### config.mk
export PLATFORM = sky130hd
export DESIGN_NAME = acr_control
export DESIGN_NICKNAME = d
export VERILOG_FILES = /design/src/hdl/acr_pkg.sv /design/src/hdl/acr_sequencer.sv /design/src/hdl/acr_control.sv
export VERILOG_INCLUDE_DIRS = /design/src /design/src/hdl
export SDC_FILE = /design/constraint.sdc
export NUM_CORES = 1
export LEC_CHECK = 0
export BUFFER_PORTS_ARGS = -buffer_cell sky130_fd_sc_hd__buf_2
export CELL_PAD_IN_SITES_DETAIL_PLACEMENT = 0
export CELL_PAD_IN_SITES_GLOBAL_PLACEMENT = 1
export CORE_UTILIZATION = 44
export DETAILED_ROUTE_END_ITERATION = 10
export PLACE_DENSITY_LB_ADDON = 0.12
export SYNTH_ARGS = -nofsm -noshare
export SYNTH_HDL_FRONTEND = slang
export SYNTH_SLANG_ARGS = --single-unit
### constraint.sdc
create_clock -name clk_in -period 3.2 [get_ports clk_in]
set_clock_uncertainty 0.1 [all_clocks]
set_input_delay 0.64 -clock clk_in [delete_from_list [all_inputs] [get_ports clk_in]]
set_output_delay 0.64 -clock clk_in [all_outputs]
set_load 0.1 [all_outputs]
### src/hdl/acr_defs.svh
/*
  Offsets, field positions, reset values and timing counts of the converter control registers.
  Assumes inclusion by bare name from design files.
*/
`ifndef ACR_DEFS_SVH
`define ACR_DEFS_SVH
// ==========================================
// Register offsets
`define ACR_OFS_CMD 12'hF70
`define ACR_OFS_FMT 12'hF71
`define ACR_OFS_STATUS 12'hF7A
`define ACR_OFS_MASK 12'hF7B
// ==========================================
// Command register fields
`define ACR_CMD_START_HI 7
`define ACR_CMD_START_LO 6
`define ACR_CMD_RSVD 5
`define ACR_CMD_IRQSEL 4
`define ACR_CMD_CONT 3
`define ACR_CMD_AVE 2
`define ACR_CMD_AVECNT_HI 1
`define ACR_CMD_AVECNT_LO 0
// ==========================================
// Format register fields
`define ACR_FMT_SCAN 5
`define ACR_FMT_INKIND 3
`define ACR_FMT_SIGN 2
`define ACR_FMT_WIDTH 1
`define ACR_FMT_ALIGN 0
// ==========================================
// Reset values
`define ACR_RST_CMD 8'h00
`define ACR_RST_FMT 8'h00
`define ACR_RST_IRQ 8'h00
// ==========================================
// Status bits
`define ACR_ST_EOC 0
`define ACR_ST_WIN 1
`define ACR_ST_CAL 2
// ==========================================
// Timing counts in converter clock cycles, and the largest sample count
`define ACR_CYC_12B 5'd13
`define ACR_CYC_14B 5'd15
`define ACR_CYC_CAL 5'd16
`define ACR_SAMP_LARGE 5'd16
`endif

### src/hdl/acr_pkg.sv
/*
  Types shared by the converter control design.
  Assumes acr_defs.svh holds all numeric constants except the command and state codes defined here.
*/
package acr_pkg;
  // Command field codes
  typedef enum logic [1:0] {
    ACR_CMD_IDLE = 2'b00,
    ACR_CMD_CONV = 2'b01,
    ACR_CMD_OFS = 2'b10,
    ACR_CMD_GAIN = 2'b11
  } acr_cmd_t;
  // Sequencer states
  typedef enum logic [1:0] {
    ACR_ST_IDLE = 2'b00,
    ACR_ST_RUN = 2'b01,
    ACR_ST_DONE = 2'b10
  } acr_state_t;
endpackage

### src/hdl/acr_sequencer.sv
/*
  Conversion sequencer: counts converter cycles per sample and samples per result.
  Assumes one clock, asynchronous active-low reset, a one-cycle start pulse.
*/
`include "acr_defs.svh"
module acr_sequencer (
  input wire logic clk_in,
  input wire logic reset_n_in,
  input wire logic start_in,
  input wire logic abort_in,
  input wire logic [4:0] cycles_in,
  input wire logic [4:0] samples_in,
  output logic busy_out,
  output logic done_out
);
  import acr_pkg::*;
  acr_state_t state_q, state_d;
  logic [4:0] cyc_q, cyc_d;
  logic [4:0] smp_q, smp_d;
  logic done_q, done_d;

  // Next state: run cycles for each sample, then report completion
  always_comb begin
    state_d = state_q;
    cyc_d = cyc_q;
    smp_d = smp_q;
    done_d = 1'b0;
    case (state_q)
      ACR_ST_IDLE: begin
        if (start_in) begin
          state_d = ACR_ST_RUN;
          cyc_d = 5'h01;
          smp_d = 5'h01;
        end
      end
      ACR_ST_RUN: begin
        if (abort_in) begin
          state_d = ACR_ST_IDLE;
        end else if (cyc_q >= cycles_in) begin
          cyc_d = 5'h01;
          if (smp_q >= samples_in) begin
            // Finish straight to idle so busy spans exactly cycles times samples
            state_d = ACR_ST_IDLE;
            done_d = 1'b1;
          end else begin
            smp_d = smp_q + 5'h01;
          end
        end else begin
          cyc_d = cyc_q + 5'h01;
        end
      end
      ACR_ST_DONE: begin
        done_d = 1'b1;
        state_d = ACR_ST_IDLE;
      end
      default: state_d = ACR_ST_IDLE;
    endcase
  end

  // State registers
  always_ff @(posedge clk_in or negedge reset_n_in) begin
    if (!reset_n_in) begin
      state_q <= ACR_ST_IDLE;
      cyc_q <= 5'h00;
      smp_q <= 5'h00;
      done_q <= 1'b0;
    end else begin
      state_q <= state_d;
      cyc_q <= cyc_d;
      smp_q <= smp_d;
      done_q <= done_d;
    end
  end

  assign busy_out = (state_q != ACR_ST_IDLE);
  assign done_out = done_q;
endmodule

### src/hdl/acr_control.sv
/*
  Converter control register pair with command sequencing, result status and interrupt.
  Assumes a plain register port on clk_in; the window hit comes from the core on the same clock.
*/
// Chosen here: the plain strobed port.
//
// Contract
// - Command reads 00 when converter idle
// - Command 10 runs offset calibration
// - Command 11 runs gain calibration
// - Source bit picks window-only or also end
// - Averaging off: one conversion per result
// - Averaging on: several samples per result
// - Count codes select 2, 4, 8, larger
// - Scan bit enables channel stepping
// - Sign bit selects unsigned or two's complement
// - Width bit selects 12/13 or 14/15
`include "acr_defs.svh"
module acr_control (
  input wire logic clk_in,
  input wire logic reset_n_in,
  input wire logic [11:0] addr_in,
  input wire logic [7:0] wdata_in,
  input wire logic wr_in,
  input wire logic rd_in,
  input wire logic window_hit_in,
  output logic [7:0] rdata_out,
  output logic irq_out,
  output logic busy_out,
  output logic [1:0] command_out,
  output logic continuous_conversion_out,
  output logic [4:0] sample_count_out,
  output logic [4:0] cycles_out,
  output logic scan_enable_out,
  output logic input_kind_out,
  output logic result_sign_format_out,
  output logic result_alignment_out,
  output logic cal_offset_out,
  output logic cal_gain_out
);
  import acr_pkg::*;

  // ==========================================
  // Register state
  logic [7:0] cmd_q, cmd_d;
  logic [7:0] fmt_q, fmt_d;
  logic [7:0] stat_q, stat_d;
  logic [7:0] mask_q, mask_d;
  logic [7:0] rdata_q, rdata_d;
  logic irq_q, irq_d;
  logic [1:0] op_q, op_d;
  logic seq_start_q, seq_start_d;
  logic seq_busy;
  logic seq_done;
  logic seq_abort;
  logic [4:0] samples;
  logic [4:0] cycles;
  logic wr_cmd, wr_fmt, wr_stat, wr_mask;
  logic [7:0] ev_set;
  logic [1:0] new_cmd;

  assign wr_cmd = wr_in && (addr_in == `ACR_OFS_CMD);
  assign wr_fmt = wr_in && (addr_in == `ACR_OFS_FMT);
  assign wr_stat = wr_in && (addr_in == `ACR_OFS_STATUS);
  assign wr_mask = wr_in && (addr_in == `ACR_OFS_MASK);
  assign new_cmd = wdata_in[`ACR_CMD_START_HI:`ACR_CMD_START_LO];

  // ==========================================
  // Sample count and conversion length
  always_comb begin
    if (!cmd_q[`ACR_CMD_AVE]) begin
      samples = 5'h01;
    end else begin
      case (cmd_q[`ACR_CMD_AVECNT_HI:`ACR_CMD_AVECNT_LO])
        2'b00: samples = 5'h02;
        2'b01: samples = 5'h04;
        2'b10: samples = 5'h08;
        default: samples = `ACR_SAMP_LARGE;
      endcase
    end
    if (op_q == ACR_CMD_OFS || op_q == ACR_CMD_GAIN) begin
      cycles = `ACR_CYC_CAL;
    end else if (fmt_q[`ACR_FMT_WIDTH]) begin
      cycles = `ACR_CYC_14B;
    end else begin
      cycles = `ACR_CYC_12B;
    end
  end

  // ==========================================
  // Conversion sequencer
  acr_sequencer u_seq (
    .clk_in(clk_in),
    .reset_n_in(reset_n_in),
    .start_in(seq_start_q),
    .abort_in(seq_abort),
    .cycles_in(cycles),
    .samples_in(samples),
    .busy_out(seq_busy),
    .done_out(seq_done)
  );

  // Writing 00 while busy aborts the running operation
  assign seq_abort = wr_cmd && (new_cmd == ACR_CMD_IDLE) && seq_busy;

  // ==========================================
  // Command register, operation tracking and start pulse
  always_comb begin
    cmd_d = cmd_q;
    op_d = op_q;
    seq_start_d = 1'b0;
    if (wr_cmd) begin
      // Options stay writable; bit 5 is held at zero
      cmd_d[4:0] = wdata_in[4:0];
      cmd_d[`ACR_CMD_RSVD] = 1'b0;
      if (new_cmd != ACR_CMD_IDLE && op_q == ACR_CMD_IDLE) begin
        op_d = new_cmd;
        seq_start_d = 1'b1;
      end else if (new_cmd == ACR_CMD_IDLE) begin
        op_d = ACR_CMD_IDLE;
      end
    end else if (seq_done) begin
      // Continuous conversion restarts; everything else returns to idle
      if (op_q == ACR_CMD_CONV && cmd_q[`ACR_CMD_CONT]) begin
        seq_start_d = 1'b1;
      end else begin
        op_d = ACR_CMD_IDLE;
      end
    end
    cmd_d[`ACR_CMD_START_HI:`ACR_CMD_START_LO] = op_d;
  end

  always_ff @(posedge clk_in or negedge reset_n_in) begin
    if (!reset_n_in) begin
      cmd_q <= `ACR_RST_CMD;
      op_q <= ACR_CMD_IDLE;
      seq_start_q <= 1'b0;
    end else begin
      cmd_q <= cmd_d;
      op_q <= op_d;
      seq_start_q <= seq_start_d;
    end
  end

  // ==========================================
  // Format register: every bit stored as written
  always_comb begin
    fmt_d = fmt_q;
    if (wr_fmt) begin
      fmt_d = wdata_in;
    end
  end

  always_ff @(posedge clk_in or negedge reset_n_in) begin
    if (!reset_n_in) begin
      fmt_q <= `ACR_RST_FMT;
    end else begin
      fmt_q <= fmt_d;
    end
  end

  // ==========================================
  // Sticky status, mask and interrupt; a set beats a same-cycle clear
  always_comb begin
    ev_set = 8'h00;
    if (seq_done && op_q == ACR_CMD_CONV) begin
      ev_set[`ACR_ST_EOC] = cmd_q[`ACR_CMD_IRQSEL];
      ev_set[`ACR_ST_WIN] = window_hit_in;
    end
    if (seq_done && (op_q == ACR_CMD_OFS || op_q == ACR_CMD_GAIN)) begin
      ev_set[`ACR_ST_CAL] = cmd_q[`ACR_CMD_IRQSEL];
    end
    stat_d = stat_q;
    if (wr_stat) begin
      stat_d = stat_q & ~wdata_in;
    end
    stat_d = stat_d | ev_set;
    mask_d = mask_q;
    if (wr_mask) begin
      mask_d = wdata_in;
    end
    irq_d = |(stat_d & mask_d);
  end

  always_ff @(posedge clk_in or negedge reset_n_in) begin
    if (!reset_n_in) begin
      stat_q <= `ACR_RST_IRQ;
      mask_q <= `ACR_RST_IRQ;
      irq_q <= 1'b0;
    end else begin
      stat_q <= stat_d;
      mask_q <= mask_d;
      irq_q <= irq_d;
    end
  end

  // ==========================================
  // Read data, one cycle after the strobe; unmapped reads zero
  always_comb begin
    rdata_d = 8'h00;
    if (rd_in) begin
      case (addr_in)
        `ACR_OFS_CMD: rdata_d = cmd_q;
        `ACR_OFS_FMT: rdata_d = fmt_q;
        `ACR_OFS_STATUS: rdata_d = stat_q;
        `ACR_OFS_MASK: rdata_d = mask_q;
        default: rdata_d = 8'h00;
      endcase
    end
  end

  always_ff @(posedge clk_in or negedge reset_n_in) begin
    if (!reset_n_in) begin
      rdata_q <= 8'h00;
    end else begin
      rdata_q <= rdata_d;
    end
  end

  // ==========================================
  // Registered control outputs toward the converter core
  always_ff @(posedge clk_in or negedge reset_n_in) begin
    if (!reset_n_in) begin
      busy_out <= 1'b0;
      command_out <= 2'b00;
      continuous_conversion_out <= 1'b0;
      sample_count_out <= 5'h01;
      cycles_out <= `ACR_CYC_12B;
      scan_enable_out <= 1'b0;
      input_kind_out <= 1'b0;
      result_sign_format_out <= 1'b0;
      result_alignment_out <= 1'b0;
      cal_offset_out <= 1'b0;
      cal_gain_out <= 1'b0;
    end else begin
      busy_out <= seq_busy;
      command_out <= op_q;
      continuous_conversion_out <= cmd_q[`ACR_CMD_CONT];
      sample_count_out <= samples;
      cycles_out <= cycles;
      scan_enable_out <= fmt_q[`ACR_FMT_SCAN];
      input_kind_out <= fmt_q[`ACR_FMT_INKIND];
      result_sign_format_out <= fmt_q[`ACR_FMT_SIGN];
      result_alignment_out <= fmt_q[`ACR_FMT_ALIGN];
      cal_offset_out <= seq_busy && (op_q == ACR_CMD_OFS);
      cal_gain_out <= seq_busy && (op_q == ACR_CMD_GAIN);
    end
  end

  assign rdata_out = rdata_q;
  assign irq_out = irq_q;
endmodule

# ---- After elaboration in Yosys (flattened, before gate mapping)
# Cells that the tools add are included.
dict set report word_totals {
  wordCells 112
  out_inout_bits 29
  register_bits 74
  input_bits 25
}
dict set report classes {
  reduce_logical 26
  bitwise 4
  n_addsub 2
  magnitude_cmp 2
  muxes 36
  n_eq_ne 19
}
# op count
set ops {}
lappend ops {{$eq 12x12->1 const B} 4}
lappend ops {{$mux 5} 8}
lappend ops {{$pmux 8 s4} 1}
lappend ops {{$mux 8} 3}
lappend ops {{$mux 2} 11}
lappend ops {{$pmux 5 s2} 2}
lappend ops {{$and 8x8->8} 2}
lappend ops {{$pmux 5 s3} 1}
lappend ops {{$logic_and 1x1->1} 12}
lappend ops {{$add 5x1->5 const B} 2}
lappend ops {{$ge 5x5->1} 2}
lappend ops {{$reduce_and 3->1} 3}
lappend ops {{$eq 2x2->1 const B} 4}
lappend ops {{$logic_not 2->1} 4}
lappend ops {{$mux 1} 8}
lappend ops {{$ne 2x2->1 const B} 4}
lappend ops {{$not 8->8} 1}
lappend ops {{$or 8x3->8} 1}
lappend ops {{$reduce_bool 2->1} 4}
lappend ops {{$reduce_or 8->1} 1}
lappend ops {{$eq 2x1->1 const B} 3}
lappend ops {{$ne 3x2->1 const B} 2}
lappend ops {{$reduce_and 5->1} 1}
lappend ops {{$pmux 2 s2} 1}
lappend ops {{other kinds (4)} 4}

# ---- Longest topological paths before layout
# Gate-level depths: netlist of the first run.
dict set report logic_depth {
  ltp_word 8
  depth_mapped 10
  depth_no_buf 9
}

# ---- Cells and area by module
# From an unflattened synthesis of the first run, not the netlist that was laid out.
dict set report unflattened {
  hier_cells 284
  area_unflattened_um2 3253.1
}
# module instances area_each_um2 seq_area_each_um2 cells_each
set modules_own_cells {}
lappend modules_own_cells {acr_control 1 2378.5 1478.9 186}
lappend modules_own_cells {acr_sequencer 1 874.6 300.3 98}

# ---- Worst setup path before layout of the first run
# Ideal clock, no wire load.
dict set report synth_path {
  path_type {input-to-reg}
  start {input port addr_in[2]}
  end {register irq_q (netlist: irq_out)}
  required_ns 2.961
  stages 6
  arrival_time_ns 2.469
  setup_time_ns 0.139
  path_buffers 0
  slack_ns 0.492
  cell_sequence {nand4b_2 nor4_4 mux2_2 a22oi_1 nand2_1 or4b_1}
}
# element line_no
set synth_lines {}
lappend synth_lines {{start, declared} acr_control.sv:22} ;# input wire logic [11:0] addr_in,
lappend synth_lines {{$eq 12x12->1} n/a}
lappend synth_lines {{$logic_and 1x1->1} acr_control.sv:65} ;# assign wr_mask = wr_in && (addr_in == `ACR_OFS_MASK);
lappend synth_lines {{$mux 8} acr_control.sv:179} ;# if (wr_mask) begin
lappend synth_lines {{net mask_d[5]} acr_control.sv:48} ;# logic [7:0] mask_q, mask_d;
lappend synth_lines {{$and 8x8->8} acr_control.sv:182} ;# irq_d = |(stat_d & mask_d);
lappend synth_lines {{$reduce_or 8->1} acr_control.sv:182}
lappend synth_lines {{net irq_d} acr_control.sv:50} ;# logic irq_q, irq_d;
lappend synth_lines {{end signal, assigned} acr_control.sv:193} ;# irq_q <= irq_d;
lappend synth_lines {{end, declared} acr_control.sv:50}
# The timed path passes the listed nets, and every way through them passes these cells.
# A chain may end at the register's enable or synchronous reset.

# ---- Worst setup path after layout of the first run
dict set report layout_path {
  start {register cmd_q[2]}
  end {register u_seq.smp_q[1]}
}
dict set report layout_via {
  elab_chain_cells 4
}
# element line_no
set layout_rtl {}
lappend layout_rtl {{start, declared} acr_control.sv:45} ;# logic [7:0] cmd_q, cmd_d;
lappend layout_rtl {{start signal, assigned} acr_control.sv:135} ;# cmd_q <= `ACR_RST_CMD;
lappend layout_rtl {{start signal, assigned} acr_control.sv:139} ;# cmd_q <= cmd_d;
lappend layout_rtl {{$mux 5} acr_control.sv:71} ;# if (!cmd_q[`ACR_CMD_AVE]) begin
lappend layout_rtl {{net samples[0]} acr_control.sv:56} ;# logic [4:0] samples;
lappend layout_rtl {{$ge 5x5->1} acr_sequencer.sv:41} ;# if (smp_q >= samples_in) begin
lappend layout_rtl {{$ne 2x2->1 (no source line)} n/a}
lappend layout_rtl {{$reduce_and 5->1 (no source line)} n/a}
lappend layout_rtl {{end signal, assigned} acr_sequencer.sv:70} ;# smp_q <= smp_d;
lappend layout_rtl {{end, declared} acr_sequencer.sv:19} ;# logic [4:0] smp_q, smp_d;
# The timed path passes the listed nets, and every way through them passes these cells.

==> flow_results.xml, run 1 <==
<?xml version="1.0" encoding="UTF-8"?>
<metrics>
  <group name="run_status">
    <metric name="outcome" unit="">completed</metric>
  </group>
  <group name="drt">
    <metric name="via_density_per_instance" unit="">5.28</metric>
    <metric name="totalWireLength" unit="µm">7260</metric>
    <metric name="dr_total_vias" unit="">2398</metric>
    <metric name="firstDrtPassIters" unit="">4</metric>
    <metric name="post_drt_wl_per_cell" unit="µm">16.0</metric>
    <metric name="postRouteAntennaNets" unit="">0</metric>
    <metric name="drc" unit="">0</metric>
    <metric name="detailedRoute.firstIterationViolations" unit="">95</metric>
  </group>
  <group name="placed_design">
    <metric name="gp_congestion" unit="">0.749</metric>
    <metric name="post-place-cells" unit="">438</metric>
    <metric name="pre_cts_slack" unit="ns">0.210</metric>
    <metric name="port-buffer-count" unit="">53</metric>
    <metric name="place.detailed.hpwl" unit="µm">5090</metric>
    <metric name="placement.cell_area" unit="µm²">3680</metric>
  </group>
  <group name="pwr">
    <metric name="worst_ir_drop_vdd" unit="µV">203</metric>
    <metric name="total_leakage_power" unit="nW">2.00</metric>
    <metric name="powerDensity" unit="nW/µm²">445</metric>
  </group>
  <group name="worst_setup_path">
    <metric name="critical-path-top-delay-family" unit="">simple AND/OR/NAND/NOR gates</metric>
    <metric name="timing.critical_path.from" unit="">cmd_q[2]$_DFFE_PN0N_</metric>
    <metric name="arrival_time_at_the_worst_endpoint" unit="ns">2.85</metric>
    <metric name="crit_path_max_incr_delay" unit="ns">0.43</metric>
    <metric name="timing.setup.critical_path_class" unit="">flip-flop to flip-flop</metric>
    <metric name="required" unit="ns">3.34</metric>
    <metric name="rr_startpoint" unit="">cmd_q[2]$_DFFE_PN0N_</metric>
    <metric name="worst_setup_path_end_kind" unit="">flip-flop</metric>
    <metric name="cp_max_fo" unit="">7</metric>
    <metric name="critPathSlowestCell" unit="">sky130_fd_sc_hd__dfrtp_1</metric>
    <metric name="crit_path_start_kind" unit="">flip-flop</metric>
    <metric name="buffers_inverters_on_critical_path" unit="">1</metric>
    <metric name="critical_path.cell_chain" unit="">inv_1 &gt; or3_1 &gt; ha_1 &gt; a21o_1 &gt; a31oi_1 &gt; o21ai_0 &gt; nor3_2 &gt; nor2_1 &gt; a221o_1</metric>
  </group>
  <group name="layout">
    <metric name="fillers" unit="">672</metric>
    <metric name="nets_final" unit="">387</metric>
    <metric name="antennaDiodeCount" unit="">0</metric>
    <metric name="area.growth.synth_to_final" unit="%">19.0</metric>
    <metric name="finalInstanceArea" unit="µm²">3890</metric>
    <metric name="post_route_cells_drive_above_1_share" unit="">0.290</metric>
    <metric name="finalNonFillerCells" unit="">454</metric>
  </group>
  <group name="synthesis">
    <metric name="post_synth.cell_area_avg" unit="µm²">11.4</metric>
    <metric name="syn_inst" unit="">288</metric>
    <metric name="synthesis.nets" unit="">325</metric>
    <metric name="seq_area_frac_synth" unit="">0.544</metric>
    <metric name="post_synth_main_area_contributors" unit="">sky130_fd_sc_hd__dfrtp_1 (53%), sky130_fd_sc_hd__nand2_1 (4.7%), sky130_fd_sc_hd__ha_1 (4.6%)</metric>
    <metric name="yosys_most_used_dff" unit="">sky130_fd_sc_hd__dfrtp_1</metric>
    <metric name="yosys.cell_types.count" unit="">55</metric>
    <metric name="ys_warn_count" unit="">0</metric>
    <metric name="post-synth-top-area-cell" unit="">sky130_fd_sc_hd__dfrtp_1</metric>
    <metric name="synth.cell_area" unit="µm²">3270</metric>
    <metric name="ys_seq_elements" unit="">71</metric>
    <metric name="synth-edff-count" unit="">0</metric>
    <metric name="synthDominantCellAreaShare" unit="">0.528</metric>
    <metric name="async_flop_share" unit="">1.00</metric>
  </group>
  <group name="floorplan">
    <metric name="num_rows" unit="">31</metric>
    <metric name="die-height" unit="µm">88.2</metric>
    <metric name="num_io_pins" unit="">54</metric>
    <metric name="core_area" unit="µm²">7210</metric>
    <metric name="chipWidth" unit="µm">88.2</metric>
    <metric name="initial_utilization" unit="">0.454</metric>
    <metric name="die_area" unit="µm²">7780</metric>
  </group>
  <group name="global_route">
    <metric name="first_global_vias" unit="">2358</metric>
    <metric name="grt_use_met2" unit="">0.301</metric>
    <metric name="gr-usage-met1" unit="">0.299</metric>
    <metric name="grt_first_pass_wirelength" unit="µm">11800</metric>
    <metric name="grt_antenna_before_repair" unit="">0</metric>
    <metric name="global_route.overflow_total" unit="">0</metric>
    <metric name="top_usage_layer" unit="">met2</metric>
    <metric name="global_route.usage.met3" unit="">0.0299</metric>
    <metric name="pin_count_of_the_biggest_net_entering_global_routing" unit="">72</metric>
    <metric name="gr-usage-all-layers" unit="">0.203</metric>
  </group>
  <group name="sta">
    <metric name="final_min_period_over_clock_period" unit="">0.849</metric>
    <metric name="unrepaired_setup_endpoints_after_global_routing" unit="">no</metric>
    <metric name="finalHoldViolations" unit="">0</metric>
    <metric name="timing.final.setup_violations" unit="">0</metric>
    <metric name="hold-worst-slack" unit="ns">0.195</metric>
    <metric name="min_period" unit="ns">2.72</metric>
    <metric name="tightest_slew" unit="ns">0.694</metric>
    <metric name="final-max-slew-violation-count" unit="">0</metric>
    <metric name="fin_tns_setup" unit="ns">0</metric>
    <metric name="slew_headroom" unit="">0.535</metric>
    <metric name="finalWorstSetupSlack" unit="ns">0.483</metric>
    <metric name="maxClockFrequency" unit="MHz">368</metric>
  </group>
  <group name="job">
    <metric name="drv_cap" unit="">0</metric>
  </group>
  <group name="clock_network">
    <metric name="cts_sinks" unit="">71</metric>
    <metric name="cts.htree.levels" unit="">3</metric>
    <metric name="post_cts.repair.setup_buffers" unit="">0</metric>
    <metric name="cts_root_buf" unit="">sky130_fd_sc_hd__clkbuf_8</metric>
    <metric name="number_of_buffers_added_by_the_clock_tree_synthesis_step" unit="">9</metric>
    <metric name="worst_setup_hold_path_clk_slew" unit="ns">0.08</metric>
    <metric name="cts.hold.buffers_added" unit="">0</metric>
    <metric name="later_pin_clock_latency_in_the_skew_report" unit="ns">0.35</metric>
    <metric name="cts_resized" unit="">0</metric>
    <metric name="cts-root-to-sink-buffers" unit="">2</metric>
    <metric name="clock_tree_from_tritoncts" unit="">yes</metric>
  </group>
  <group name="worst_hold_path">
    <metric name="min-delay-path-class" unit="">input pin to asynchronous set/reset pin</metric>
  </group>
</metrics>
[metal layers]
| layer | vias to the layer above | part of all wire |
|---|---|---|
| met3 | 10 | 0.044 |
| met5 | - | 0 |
| li1 | 1162 | - |
| met4 | 0 | 0.014 |
| met2 | 73 | 0.43 |
| met1 | 1153 | 0.51 |
[worst register-to-register path: stages (launching register included)]
cell                      delay (ns)
sky130_fd_sc_hd__dfrtp_1        0.43
sky130_fd_sc_hd__inv_1          0.11
sky130_fd_sc_hd__or3_1          0.35
sky130_fd_sc_hd__ha_1           0.21
sky130_fd_sc_hd__a21o_1         0.17
sky130_fd_sc_hd__a31oi_1        0.12
sky130_fd_sc_hd__o21ai_0        0.18
sky130_fd_sc_hd__nor3_2         0.42
sky130_fd_sc_hd__nor2_1         0.18
sky130_fd_sc_hd__a221o_1        0.32
[state kept, by name (all words and copies together), names as in the netlist, 2 cells and up]
name              cells
cycles_out            3
sample_count_out      5
command_out           2
u_seq.smp_q           5
mask_q                8
rdata_out             8
cmd_q                 7
stat_q                8
u_seq.cyc_q           5
fmt_q                 8
[worst paths after layout]
check / to / slack [ns] / cells past startpoint
setup / recovery: u_seq.smp_q[1]$_DFFE_PN0P_ / 0.48 / 9
hold / removal: rdata_out[3]$_DFF_PN0_ / 0.19 / 2
setup reg to reg: u_seq.smp_q[1]$_DFFE_PN0P_ / 0.48 / 9
hold reg to reg: result_alignment_out$_DFF_PN0_ / 0.30 / 0
max in group asynchronous: cycles_out[3]$_DFF_PN1_ / 2.44 / 2
min in group clk_in: result_alignment_out$_DFF_PN0_ / 0.30 / 0
[area by class of cell]
type / count / area (µm²) / area share
flip-flops and latches: 71 / 1780 / 0.457
multi-input cells: 194 / 1400 / 0.358
repair buffers: 61 / 338 / 0.0868
clock buffers: 13 / 169 / 0.0434
well taps: 99 / 124 / 0.0318
inverters: 13 / 48.8 / 0.0125
clock inverters: 3 / 40.0 / 0.0103
[synthesized netlist by cell type, drive strengths merged, types with 3 or more instances]
cell type / count
a22o: 3
a21boi: 7
ha: 12
nand4b: 3
a31oi: 3
nand3: 8
nor3: 5
dfrtp: 69
a22oi: 9
o21ai: 17
a21o: 5
nand2: 42
nor4: 5
mux2: 16
clkbuf: 5
a21oi: 7
inv: 13
nor2: 13
mux2i: 7
buf: 5
or3: 3
[logic make-up (layout without fill, tap and decap cells)]
| logic type | Yosys count | in the layout | share of synthesized area |
|---|---|---|---|
| AND/OR/NAND/NOR | 94 | 94 | 0.167 |
| XOR/XNOR | 3 | 3 | 0.00803 |
| AO/OA/AOI/OAI | 62 | 62 | 0.129 |
| buffers and inverters | 23 | 90 | 0.0298 |
| flip-flops | 71 | 71 | 0.544 |
| adder cells (fa/ha/maj) | 12 | 12 | 0.0459 |
| multiplexers | 23 | 23 | 0.0765 |
[power breakdown]
group          switching [mW]  internal (mW)
logic                  0.0574         0.0235
registers             0.00192          0.899
clock network           0.330          0.422
[cells in the final DEF, fill, tap and decap left out, types with 2 or more instances in the layout]
cell type,n
sky130_fd_sc_hd__a21boi_0,6
sky130_fd_sc_hd__a21o_1,5
sky130_fd_sc_hd__a21oi_1,7
sky130_fd_sc_hd__a22o_1,3
sky130_fd_sc_hd__a22oi_1,9
sky130_fd_sc_hd__a31oi_1,3
sky130_fd_sc_hd__a41o_1,2
sky130_fd_sc_hd__and3_1,2
sky130_fd_sc_hd__buf_2,53
sky130_fd_sc_hd__buf_4,7
sky130_fd_sc_hd__clkbuf_8,12
sky130_fd_sc_hd__clkinv_2,2
sky130_fd_sc_hd__dfrtp_1,69
sky130_fd_sc_hd__dfstp_2,2
sky130_fd_sc_hd__ha_1,12
sky130_fd_sc_hd__inv_1,13
sky130_fd_sc_hd__mux2_1,3
sky130_fd_sc_hd__mux2_2,13
sky130_fd_sc_hd__mux2i_1,7
sky130_fd_sc_hd__nand2_1,41
sky130_fd_sc_hd__nand3_1,8
sky130_fd_sc_hd__nor2_1,13
sky130_fd_sc_hd__nor3_1,3
sky130_fd_sc_hd__nor3_2,2
sky130_fd_sc_hd__nor3b_1,2
sky130_fd_sc_hd__nor4_1,2
sky130_fd_sc_hd__nor4_4,2
sky130_fd_sc_hd__o21ai_0,17
sky130_fd_sc_hd__or3_1,3
sky130_fd_sc_hd__or4b_1,2
sky130_fd_sc_hd__xnor2_1,2
[through the flow]
stage | total power, mW | util
detailed placement | 1.00 | 0.511
global route | 1.80 | 0.540
finish | 1.73 | 0.540
floorplan | 0.947 | -
global placement | 1.00 | 0.511
CTS | 1.75 | 0.540
(Power assumes the default switching activity.)
==> run 2: changes to the inputs <==
--- a/config.mk
+++ b/config.mk
@@ -9,7 +9,7 @@
 export BUFFER_PORTS_ARGS = -buffer_cell sky130_fd_sc_hd__buf_2
 export CELL_PAD_IN_SITES_DETAIL_PLACEMENT = 0
 export CELL_PAD_IN_SITES_GLOBAL_PLACEMENT = 1
-export CORE_UTILIZATION = 44
+export CORE_UTILIZATION = 40
 export DETAILED_ROUTE_END_ITERATION = 10
 export PLACE_DENSITY_LB_ADDON = 0.12
 export SYNTH_ARGS = -nofsm -noshare
==> constraint.sdc (replaced) <==
create_clock -name clk_in -period 2.3 [get_ports clk_in]
set_clock_uncertainty 0.1 [all_clocks]
set_input_delay 0.46 -clock clk_in [delete_from_list [all_inputs] [get_ports clk_in]]
set_output_delay 0.46 -clock clk_in [all_outputs]
set_load 0.1 [all_outputs]
==> run 2 against run 1 <==
Against the previous run:
- critical path depth shrank 1
- combinational power up 65%
- die area grew 9.8%
- first-iteration DRC count shrank 14%
- clock power increased by 40%
- count of clock-buffer cells in the layout grew 1
- power up 40%
- routed wire length increased by 4.0%
- global-route usage down 0.96 points
- hold slack lost 0.18 ns
- critical path type unchanged
- critical endpoint unchanged
- largest cell class unchanged
==> flow_results.xml, run 2 (synthesis results as in run 1) <==
<?xml version="1.0" encoding="UTF-8"?>
<metrics>
  <group name="run_status">
    <metric name="outcome" unit="">completed</metric>
  </group>
  <group name="sta">
    <metric name="final_min_period_over_clock_period" unit="">0.994</metric>
    <metric name="timing.final.setup_violations" unit="">0</metric>
    <metric name="maxClockFrequency" unit="MHz">438</metric>
    <metric name="final-max-slew-violation-count" unit="">0</metric>
    <metric name="tightest_slew" unit="ns">0.615</metric>
    <metric name="slew_headroom" unit="">0.590</metric>
    <metric name="finalHoldViolations" unit="">0</metric>
    <metric name="finalWorstSetupSlack" unit="ns">0.0149</metric>
    <metric name="unrepaired_setup_endpoints_after_global_routing" unit="">yes</metric>
    <metric name="min_period" unit="ns">2.29</metric>
  </group>
  <group name="placed_design">
    <metric name="port-buffer-count" unit="">53</metric>
    <metric name="pre_cts_slack" unit="ns">-0.307</metric>
    <metric name="gp_congestion" unit="">0.817</metric>
    <metric name="place.detailed.hpwl" unit="µm">5670</metric>
  </group>
  <group name="worst_setup_path">
    <metric name="setup.reg_to_reg.worst_slack" unit="ns">0.01</metric>
    <metric name="critical_path.cell_chain" unit="">or3_4 &gt; ha_4 &gt; a21o_1 &gt; a31oi_1 &gt; o21ai_2 &gt; nor3_4 &gt; nor2_4 &gt; a221o_1</metric>
    <metric name="rr_worst_depth" unit="">8</metric>
    <metric name="arrival_time_at_the_worst_endpoint" unit="ns">2.41</metric>
    <metric name="worst_setup_path_end_kind" unit="">flip-flop</metric>
    <metric name="timing.critical_path.from" unit="">cmd_q[0]$_DFFE_PN0N_</metric>
    <metric name="rr_startpoint" unit="">cmd_q[0]$_DFFE_PN0N_</metric>
    <metric name="worst_reg2reg_path_endpoint" unit="">u_seq.smp_q[1]$_DFFE_PN0P_</metric>
    <metric name="cp_max_fo" unit="">4</metric>
    <metric name="crit_path_max_incr_delay" unit="ns">0.41</metric>
    <metric name="timing.setup.critical_path_class" unit="">flip-flop to flip-flop</metric>
    <metric name="crit_path_start_kind" unit="">flip-flop</metric>
    <metric name="required" unit="ns">2.42</metric>
    <metric name="worst_setup_path_endpoint" unit="">u_seq.smp_q[1]$_DFFE_PN0P_</metric>
    <metric name="critPathSlowestCell" unit="">sky130_fd_sc_hd__or3_4</metric>
  </group>
  <group name="global_route">
    <metric name="global_route.overflow_total" unit="">0</metric>
    <metric name="first_global_vias" unit="">2441</metric>
    <metric name="grt_first_pass_wirelength" unit="µm">12500</metric>
    <metric name="global_route.usage.met3" unit="">0.0345</metric>
    <metric name="gr-usage-all-layers" unit="">0.194</metric>
    <metric name="pin_count_of_the_biggest_net_entering_global_routing" unit="">27</metric>
    <metric name="grt_antenna_before_repair" unit="">0</metric>
    <metric name="gr-usage-met1" unit="">0.277</metric>
    <metric name="grt_use_met2" unit="">0.290</metric>
    <metric name="top_usage_layer" unit="">met2</metric>
  </group>
  <group name="job">
    <metric name="drv_cap" unit="">0</metric>
  </group>
  <group name="floorplan">
    <metric name="num_rows" unit="">32</metric>
    <metric name="die_area" unit="µm²">8550</metric>
    <metric name="initial_utilization" unit="">0.419</metric>
    <metric name="num_io_pins" unit="">54</metric>
    <metric name="die-height" unit="µm">92.4</metric>
    <metric name="core_area" unit="µm²">7810</metric>
    <metric name="chipWidth" unit="µm">92.4</metric>
  </group>
  <group name="layout">
    <metric name="area.growth.synth_to_final" unit="%">29.6</metric>
    <metric name="antennaDiodeCount" unit="">0</metric>
    <metric name="post_route_cells_drive_above_1_share" unit="">0.367</metric>
    <metric name="fillers" unit="">723</metric>
    <metric name="layout_common_cells" unit="">sky130_fd_sc_hd__dfrtp_1 (69), sky130_fd_sc_hd__buf_2 (53), sky130_fd_sc_hd__nand2_1 (41), sky130_fd_sc_hd__buf_4 (40), sky130_fd_sc_hd__o21ai_0 (15)</metric>
    <metric name="final_core_util" unit="">0.543</metric>
    <metric name="nets_final" unit="">422</metric>
    <metric name="layout_commonest_cell" unit="">sky130_fd_sc_hd__dfrtp_1</metric>
  </group>
  <group name="drt">
    <metric name="post_drt_wl_per_cell" unit="µm">15.3</metric>
    <metric name="detailedRoute.firstIterationViolations" unit="">82</metric>
    <metric name="postRouteAntennaNets" unit="">0</metric>
    <metric name="firstDrtPassIters" unit="">4</metric>
    <metric name="drc" unit="">0</metric>
    <metric name="via_density_per_instance" unit="">5.02</metric>
    <metric name="dr_total_vias" unit="">2470</metric>
    <metric name="totalWireLength" unit="µm">7550</metric>
  </group>
  <group name="clock_network">
    <metric name="worst_setup_hold_path_clk_slew" unit="ns">0.08</metric>
    <metric name="later_pin_clock_latency_in_the_skew_report" unit="ns">0.34</metric>
    <metric name="cts_root_buf" unit="">sky130_fd_sc_hd__clkbuf_8</metric>
    <metric name="cts.htree.levels" unit="">3</metric>
    <metric name="cts_sinks" unit="">71</metric>
    <metric name="clock_tree_from_tritoncts" unit="">yes</metric>
    <metric name="cts.hold.buffers_added" unit="">0</metric>
    <metric name="number_of_buffers_added_by_the_clock_tree_synthesis_step" unit="">9</metric>
    <metric name="cts-root-to-sink-buffers" unit="">2</metric>
  </group>
  <group name="pwr">
    <metric name="worst_ir_drop_vdd" unit="µV">269</metric>
    <metric name="total_leakage_power" unit="nW">2.19</metric>
    <metric name="powerDensity" unit="nW/µm²">574</metric>
  </group>
  <group name="worst_hold_path">
    <metric name="min-delay-path-class" unit="">input pin to asynchronous set/reset pin</metric>
  </group>
</metrics>
[run 2: layout make-up]
| cell class | count | area [µm²] | area share |
|---|---|---|---|
| timing repair buffer | 96 | 617 | 0.145 |
| clock buffer | 14 | 173 | 0.0407 |
| tap | 102 | 128 | 0.0301 |
| clock inverter | 2 | 37.5 | 0.00885 |
| multi-input combinational | 194 | 1460 | 0.344 |
| sequential | 71 | 1780 | 0.420 |
| inverter | 13 | 48.8 | 0.0115 |
[run 2: repair_timing]
action	CTS	global route
setup endpoints to repair	5	8
pin swaps	3	1
setup buffers	3	2
endpoints found under the hold margin	0	0
gates resized for setup	5	3
[run 2: worst min-delay path by stage]
stage                         startpoint                        end  slack (ns)
floorplan                     reset_n_in         busy_out$_DFF_PN0_        0.06
global placement    fmt_q[5]$_DFFE_PN0P_  scan_enable_out$_DFF_PN0_        0.29
detailed placement  fmt_q[5]$_DFFE_PN0P_  scan_enable_out$_DFF_PN0_        0.29
CTS                           reset_n_in   input_kind_out$_DFF_PN0_        0.02
global route                  reset_n_in   input_kind_out$_DFF_PN0_        0.05
finish                        reset_n_in   input_kind_out$_DFF_PN0_        0.02
[run 2: critical path: cells and delay by family, from the launching register on]
family	cells	cell delay [ns]
AOI/OAI and AO/OA	4	0.77
and+or+nand+nor	3	0.76
DFF	1	0.38
adders and majority gates	1	0.16
[run 2: layer usage]
layer,routed length (µm),up-vias
met2,3390,45
met4,106,0
met5,0,-
met1,3800,1187
li1,-,1229
met3,247,9
[run 2: through the flow]
step | total power [mW] | area [µm²] | TNS (ns) | instances | hold WS [ns]
floorplan | 1.32 | 3300 | -0.205 | 288 | 0.0644
global placement | 1.41 | 3950 | -1.57 | 471 | 0.285
detailed placement | 1.41 | 3950 | -1.87 | 471 | 0.291
CTS | 2.46 | 4210 | -0.0173 | 490 | 0.0164
global route | 2.53 | 4240 | -0.545 | 492 | 0.0450
finish | 2.43 | 4240 | 0 | 492 | 0.0172
[run 2: where the power goes]
part	total [mW]	leakage (nW)	internal, mW	switching [mW]
clock network	1.05	0.103	0.592	0.454
logic	0.134	1.13	0.0484	0.0857
registers	1.25	0.959	1.25	0.00189
==> run 3: changes to the inputs <==
--- a/config.mk
+++ b/config.mk
@@ -12,6 +12,7 @@
 export CORE_UTILIZATION = 40
 export DETAILED_ROUTE_END_ITERATION = 10
 export PLACE_DENSITY_LB_ADDON = 0.12
+export SKIP_LAST_GASP = 1
 export SYNTH_ARGS = -nofsm -noshare
 export SYNTH_HDL_FRONTEND = slang
 export SYNTH_SLANG_ARGS = --single-unit
==> constraint.sdc (replaced) <==
create_clock -name clk_in -period 1.85 [get_ports clk_in]
set_clock_uncertainty 0.1 [all_clocks]
set_input_delay 0.37 -clock clk_in [delete_from_list [all_inputs] [get_ports clk_in]]
set_output_delay 0.37 -clock clk_in [all_outputs]
set_load 0.1 [all_outputs]
==> run 3 against run 2 <==
Against the previous run:
- the run now ends with setup timing left
- count of clock-buffer cells in the layout shrank 5
- register-to-register slack lost 0.52 ns
- hold slack gained 0.16 ns
- final cell count grew 8.5%
- maximum frequency shrank 3.0%
- combinational power grew 33%
- largest cell class unchanged
- global-route usage grew 2.2 points
- via count grew 11%
- critical path depth grew 1
- sequential cell count is the same
- clock power grew 44%
- setup slack lost 0.52 ns
==> flow_results.xml, run 3 (synthesis results as in run 1) <==
<?xml version="1.0" encoding="UTF-8"?>
<metrics>
  <group name="drt">
    <metric name="drc" unit="">0</metric>
    <metric name="met2RoutedLength" unit="µm">3960</metric>
    <metric name="highest-signal-layer" unit="">met4</metric>
    <metric name="post_drt_wl_per_cell" unit="µm">16.0</metric>
    <metric name="detailedRoute.firstIterationViolations" unit="">125</metric>
    <metric name="routed-wl-met3" unit="µm">383</metric>
    <metric name="via_density_per_instance" unit="">5.16</metric>
    <metric name="dr_total_vias" unit="">2753</metric>
    <metric name="met1Wirelength" unit="µm">4110</metric>
    <metric name="totalWireLength" unit="µm">8540</metric>
    <metric name="postRouteAntennaNets" unit="">0</metric>
    <metric name="firstDrtPassIters" unit="">6</metric>
  </group>
  <group name="floorplan">
    <metric name="chipWidth" unit="µm">92.4</metric>
    <metric name="num_rows" unit="">32</metric>
    <metric name="core_area" unit="µm²">7810</metric>
    <metric name="initial_utilization" unit="">0.419</metric>
    <metric name="die-height" unit="µm">92.4</metric>
    <metric name="die_area" unit="µm²">8550</metric>
    <metric name="num_io_pins" unit="">54</metric>
  </group>
  <group name="placed_design">
    <metric name="port-buffer-count" unit="">53</metric>
    <metric name="placement.cell_area" unit="µm²">4200</metric>
    <metric name="post-place-cells" unit="">496</metric>
    <metric name="gp_congestion" unit="">0.806</metric>
    <metric name="place.detailed.hpwl" unit="µm">5750</metric>
  </group>
  <group name="clock_network">
    <metric name="cts_sinks" unit="">71</metric>
    <metric name="cts.htree.levels" unit="">3</metric>
    <metric name="worst_setup_hold_path_clk_slew" unit="ns">0.09</metric>
    <metric name="number_of_buffers_added_by_the_clock_tree_synthesis_step" unit="">9</metric>
    <metric name="cts_root_buf" unit="">sky130_fd_sc_hd__clkbuf_8</metric>
    <metric name="cts-root-to-sink-buffers" unit="">2</metric>
    <metric name="clock_tree_from_tritoncts" unit="">yes</metric>
    <metric name="later_pin_clock_latency_in_the_skew_report" unit="ns">0.35</metric>
  </group>
  <group name="global_route">
    <metric name="pin_count_of_the_biggest_net_entering_global_routing" unit="">72</metric>
    <metric name="gr-usage-all-layers" unit="">0.216</metric>
    <metric name="global_route.overflow_total" unit="">0</metric>
    <metric name="grt_antenna_before_repair" unit="">0</metric>
    <metric name="first_global_vias" unit="">2775</metric>
    <metric name="grt_first_pass_wirelength" unit="µm">14000</metric>
  </group>
  <group name="sta">
    <metric name="fin_tns_setup" unit="ns">-3.59</metric>
    <metric name="hold-worst-slack" unit="ns">0.178</metric>
    <metric name="final-max-slew-violation-count" unit="">0</metric>
    <metric name="maxClockFrequency" unit="MHz">424</metric>
    <metric name="unrepaired_setup_endpoints_after_global_routing" unit="">yes</metric>
    <metric name="timing.final.setup_violations" unit="">15</metric>
    <metric name="finalWorstSetupSlack" unit="ns">-0.507</metric>
    <metric name="tightest_slew" unit="ns">0.598</metric>
    <metric name="slew_headroom" unit="">0.600</metric>
    <metric name="final_min_period_over_clock_period" unit="">1.27</metric>
    <metric name="finalHoldViolations" unit="">0</metric>
    <metric name="min_period" unit="ns">2.36</metric>
  </group>
  <group name="job">
    <metric name="drv_cap" unit="">0</metric>
  </group>
  <group name="worst_setup_path">
    <metric name="timing.setup.critical_path_class" unit="">flip-flop to flip-flop</metric>
    <metric name="crit_path_start_kind" unit="">flip-flop</metric>
    <metric name="timing.critical_path.from" unit="">cmd_q[1]$_DFFE_PN0N_</metric>
    <metric name="rr_startpoint" unit="">cmd_q[1]$_DFFE_PN0N_</metric>
    <metric name="cp_max_fo" unit="">4</metric>
    <metric name="arrival_time_at_the_worst_endpoint" unit="ns">2.49</metric>
    <metric name="required" unit="ns">1.98</metric>
    <metric name="worst_setup_path_end_kind" unit="">flip-flop</metric>
  </group>
  <group name="worst_hold_path">
    <metric name="min-delay-start" unit="">wdata_in[4]</metric>
    <metric name="min-delay-path-class" unit="">input pin to flip-flop</metric>
  </group>
  <group name="layout">
    <metric name="antennaDiodeCount" unit="">0</metric>
    <metric name="finalNonFillerCells" unit="">534</metric>
    <metric name="nets_final" unit="">464</metric>
    <metric name="layout_common_cells" unit="">sky130_fd_sc_hd__buf_4 (71), sky130_fd_sc_hd__dfrtp_1 (68), sky130_fd_sc_hd__buf_2 (52), sky130_fd_sc_hd__nand2_1 (38)</metric>
    <metric name="layout_commonest_cell" unit="">sky130_fd_sc_hd__buf_4</metric>
    <metric name="finalInstanceArea" unit="µm²">4860</metric>
    <metric name="post_route_cells_drive_above_1_share" unit="">0.493</metric>
    <metric name="area.growth.synth_to_final" unit="%">48.6</metric>
  </group>
  <group name="pwr">
    <metric name="powerDensity" unit="nW/µm²">668</metric>
    <metric name="overall_power" unit="mW">3.25</metric>
    <metric name="total_leakage_power" unit="nW">2.50</metric>
    <metric name="worst_ir_drop_vdd" unit="µV">364</metric>
  </group>
  <group name="run_status">
    <metric name="outcome" unit="">complete, but fails checks</metric>
    <metric name="failed_checks" unit="">setup timing</metric>
  </group>
</metrics>
## run 3: repair_timing
item / 4_1_cts / 5_1_grt
endpoints found under the setup margin: 16 / 15
setup buffers: 18 / 4
hold endpoints to repair: 69 / 0
hold buffers: 1 / 0
pin swaps: 24 / 13
gates resized for setup: 46 / 7
## run 3: stage by stage
step	setup WS, ns	utilization
2_1_floorplan	-0.563	-
3_3_place_gp	-0.620	0.538
3_5_place_dp	-0.686	0.538
4_1_cts	-0.471	0.615
5_1_grt	-0.597	0.623
6_report	-0.507	0.623
## run 3: per-layer routing
metal | vias up | GRT usage
met5 | - | 0
met4 | 0 | 0.0664
met3 | 6 | 0.0443
met2 | 70 | 0.330
met1 | 1360 | 0.309
li1 | 1317 | -
## run 3: final cells by class
| type | count | area (µm²) |
|---|---|---|
| Inverter | 13 | 51.3 |
| Clock inverter | 7 | 120 |
| Timing Repair Buffer | 138 | 978 |
| Sequential cell | 71 | 1780 |
| Tap cell | 102 | 128 |
| Multi-Input combinational cell | 194 | 1680 |
| Clock buffer | 9 | 124 |
| Fill cell | 681 | 2940 |
## run 3: path summary, 6_finish.rpt
check / endpoint / slack (ns) / cells past startpoint
worst min register to register: result_alignment_out$_DFF_PN0_ / 0.32 / 0
max in group asynchronous: cycles_out[3]$_DFF_PN1_ / 0.80 / 3
worst max-delay path: u_seq.smp_q[1]$_DFFE_PN0P_ / -0.51 / 9
min in group asynchronous: rdata_out[3]$_DFF_PN0_ / 0.46 / 3
worst max register to register: u_seq.smp_q[1]$_DFFE_PN0P_ / -0.51 / 9
worst min-delay path: cmd_q[4]$_DFFE_PN0N_ / 0.18 / 3
## run 3: critical path: stages (launching register included)
cell	delay (ns)
sky130_fd_sc_hd__dfrtp_1	0.41
sky130_fd_sc_hd__or3_4	0.42
sky130_fd_sc_hd__ha_4	0.16
sky130_fd_sc_hd__a21o_1	0.19
sky130_fd_sc_hd__a31oi_4	0.17
sky130_fd_sc_hd__o21ai_4	0.10
sky130_fd_sc_hd__nor3_4	0.23
sky130_fd_sc_hd__buf_6	0.13
sky130_fd_sc_hd__nor2_4	0.04
sky130_fd_sc_hd__a221o_1	0.30
## run 3: where the power goes
| group | leakage [nW] | total, mW | internal (mW) | switching (mW) |
|---|---|---|---|---|
| logic | 1.42 | 0.178 | 0.0657 | 0.112 |
| clock network | 0.120 | 1.51 | 0.900 | 0.613 |
| registers | 0.957 | 1.56 | 1.56 | 0.00251 |
| total | 2.50 | 3.25 | 2.52 | 0.728 |
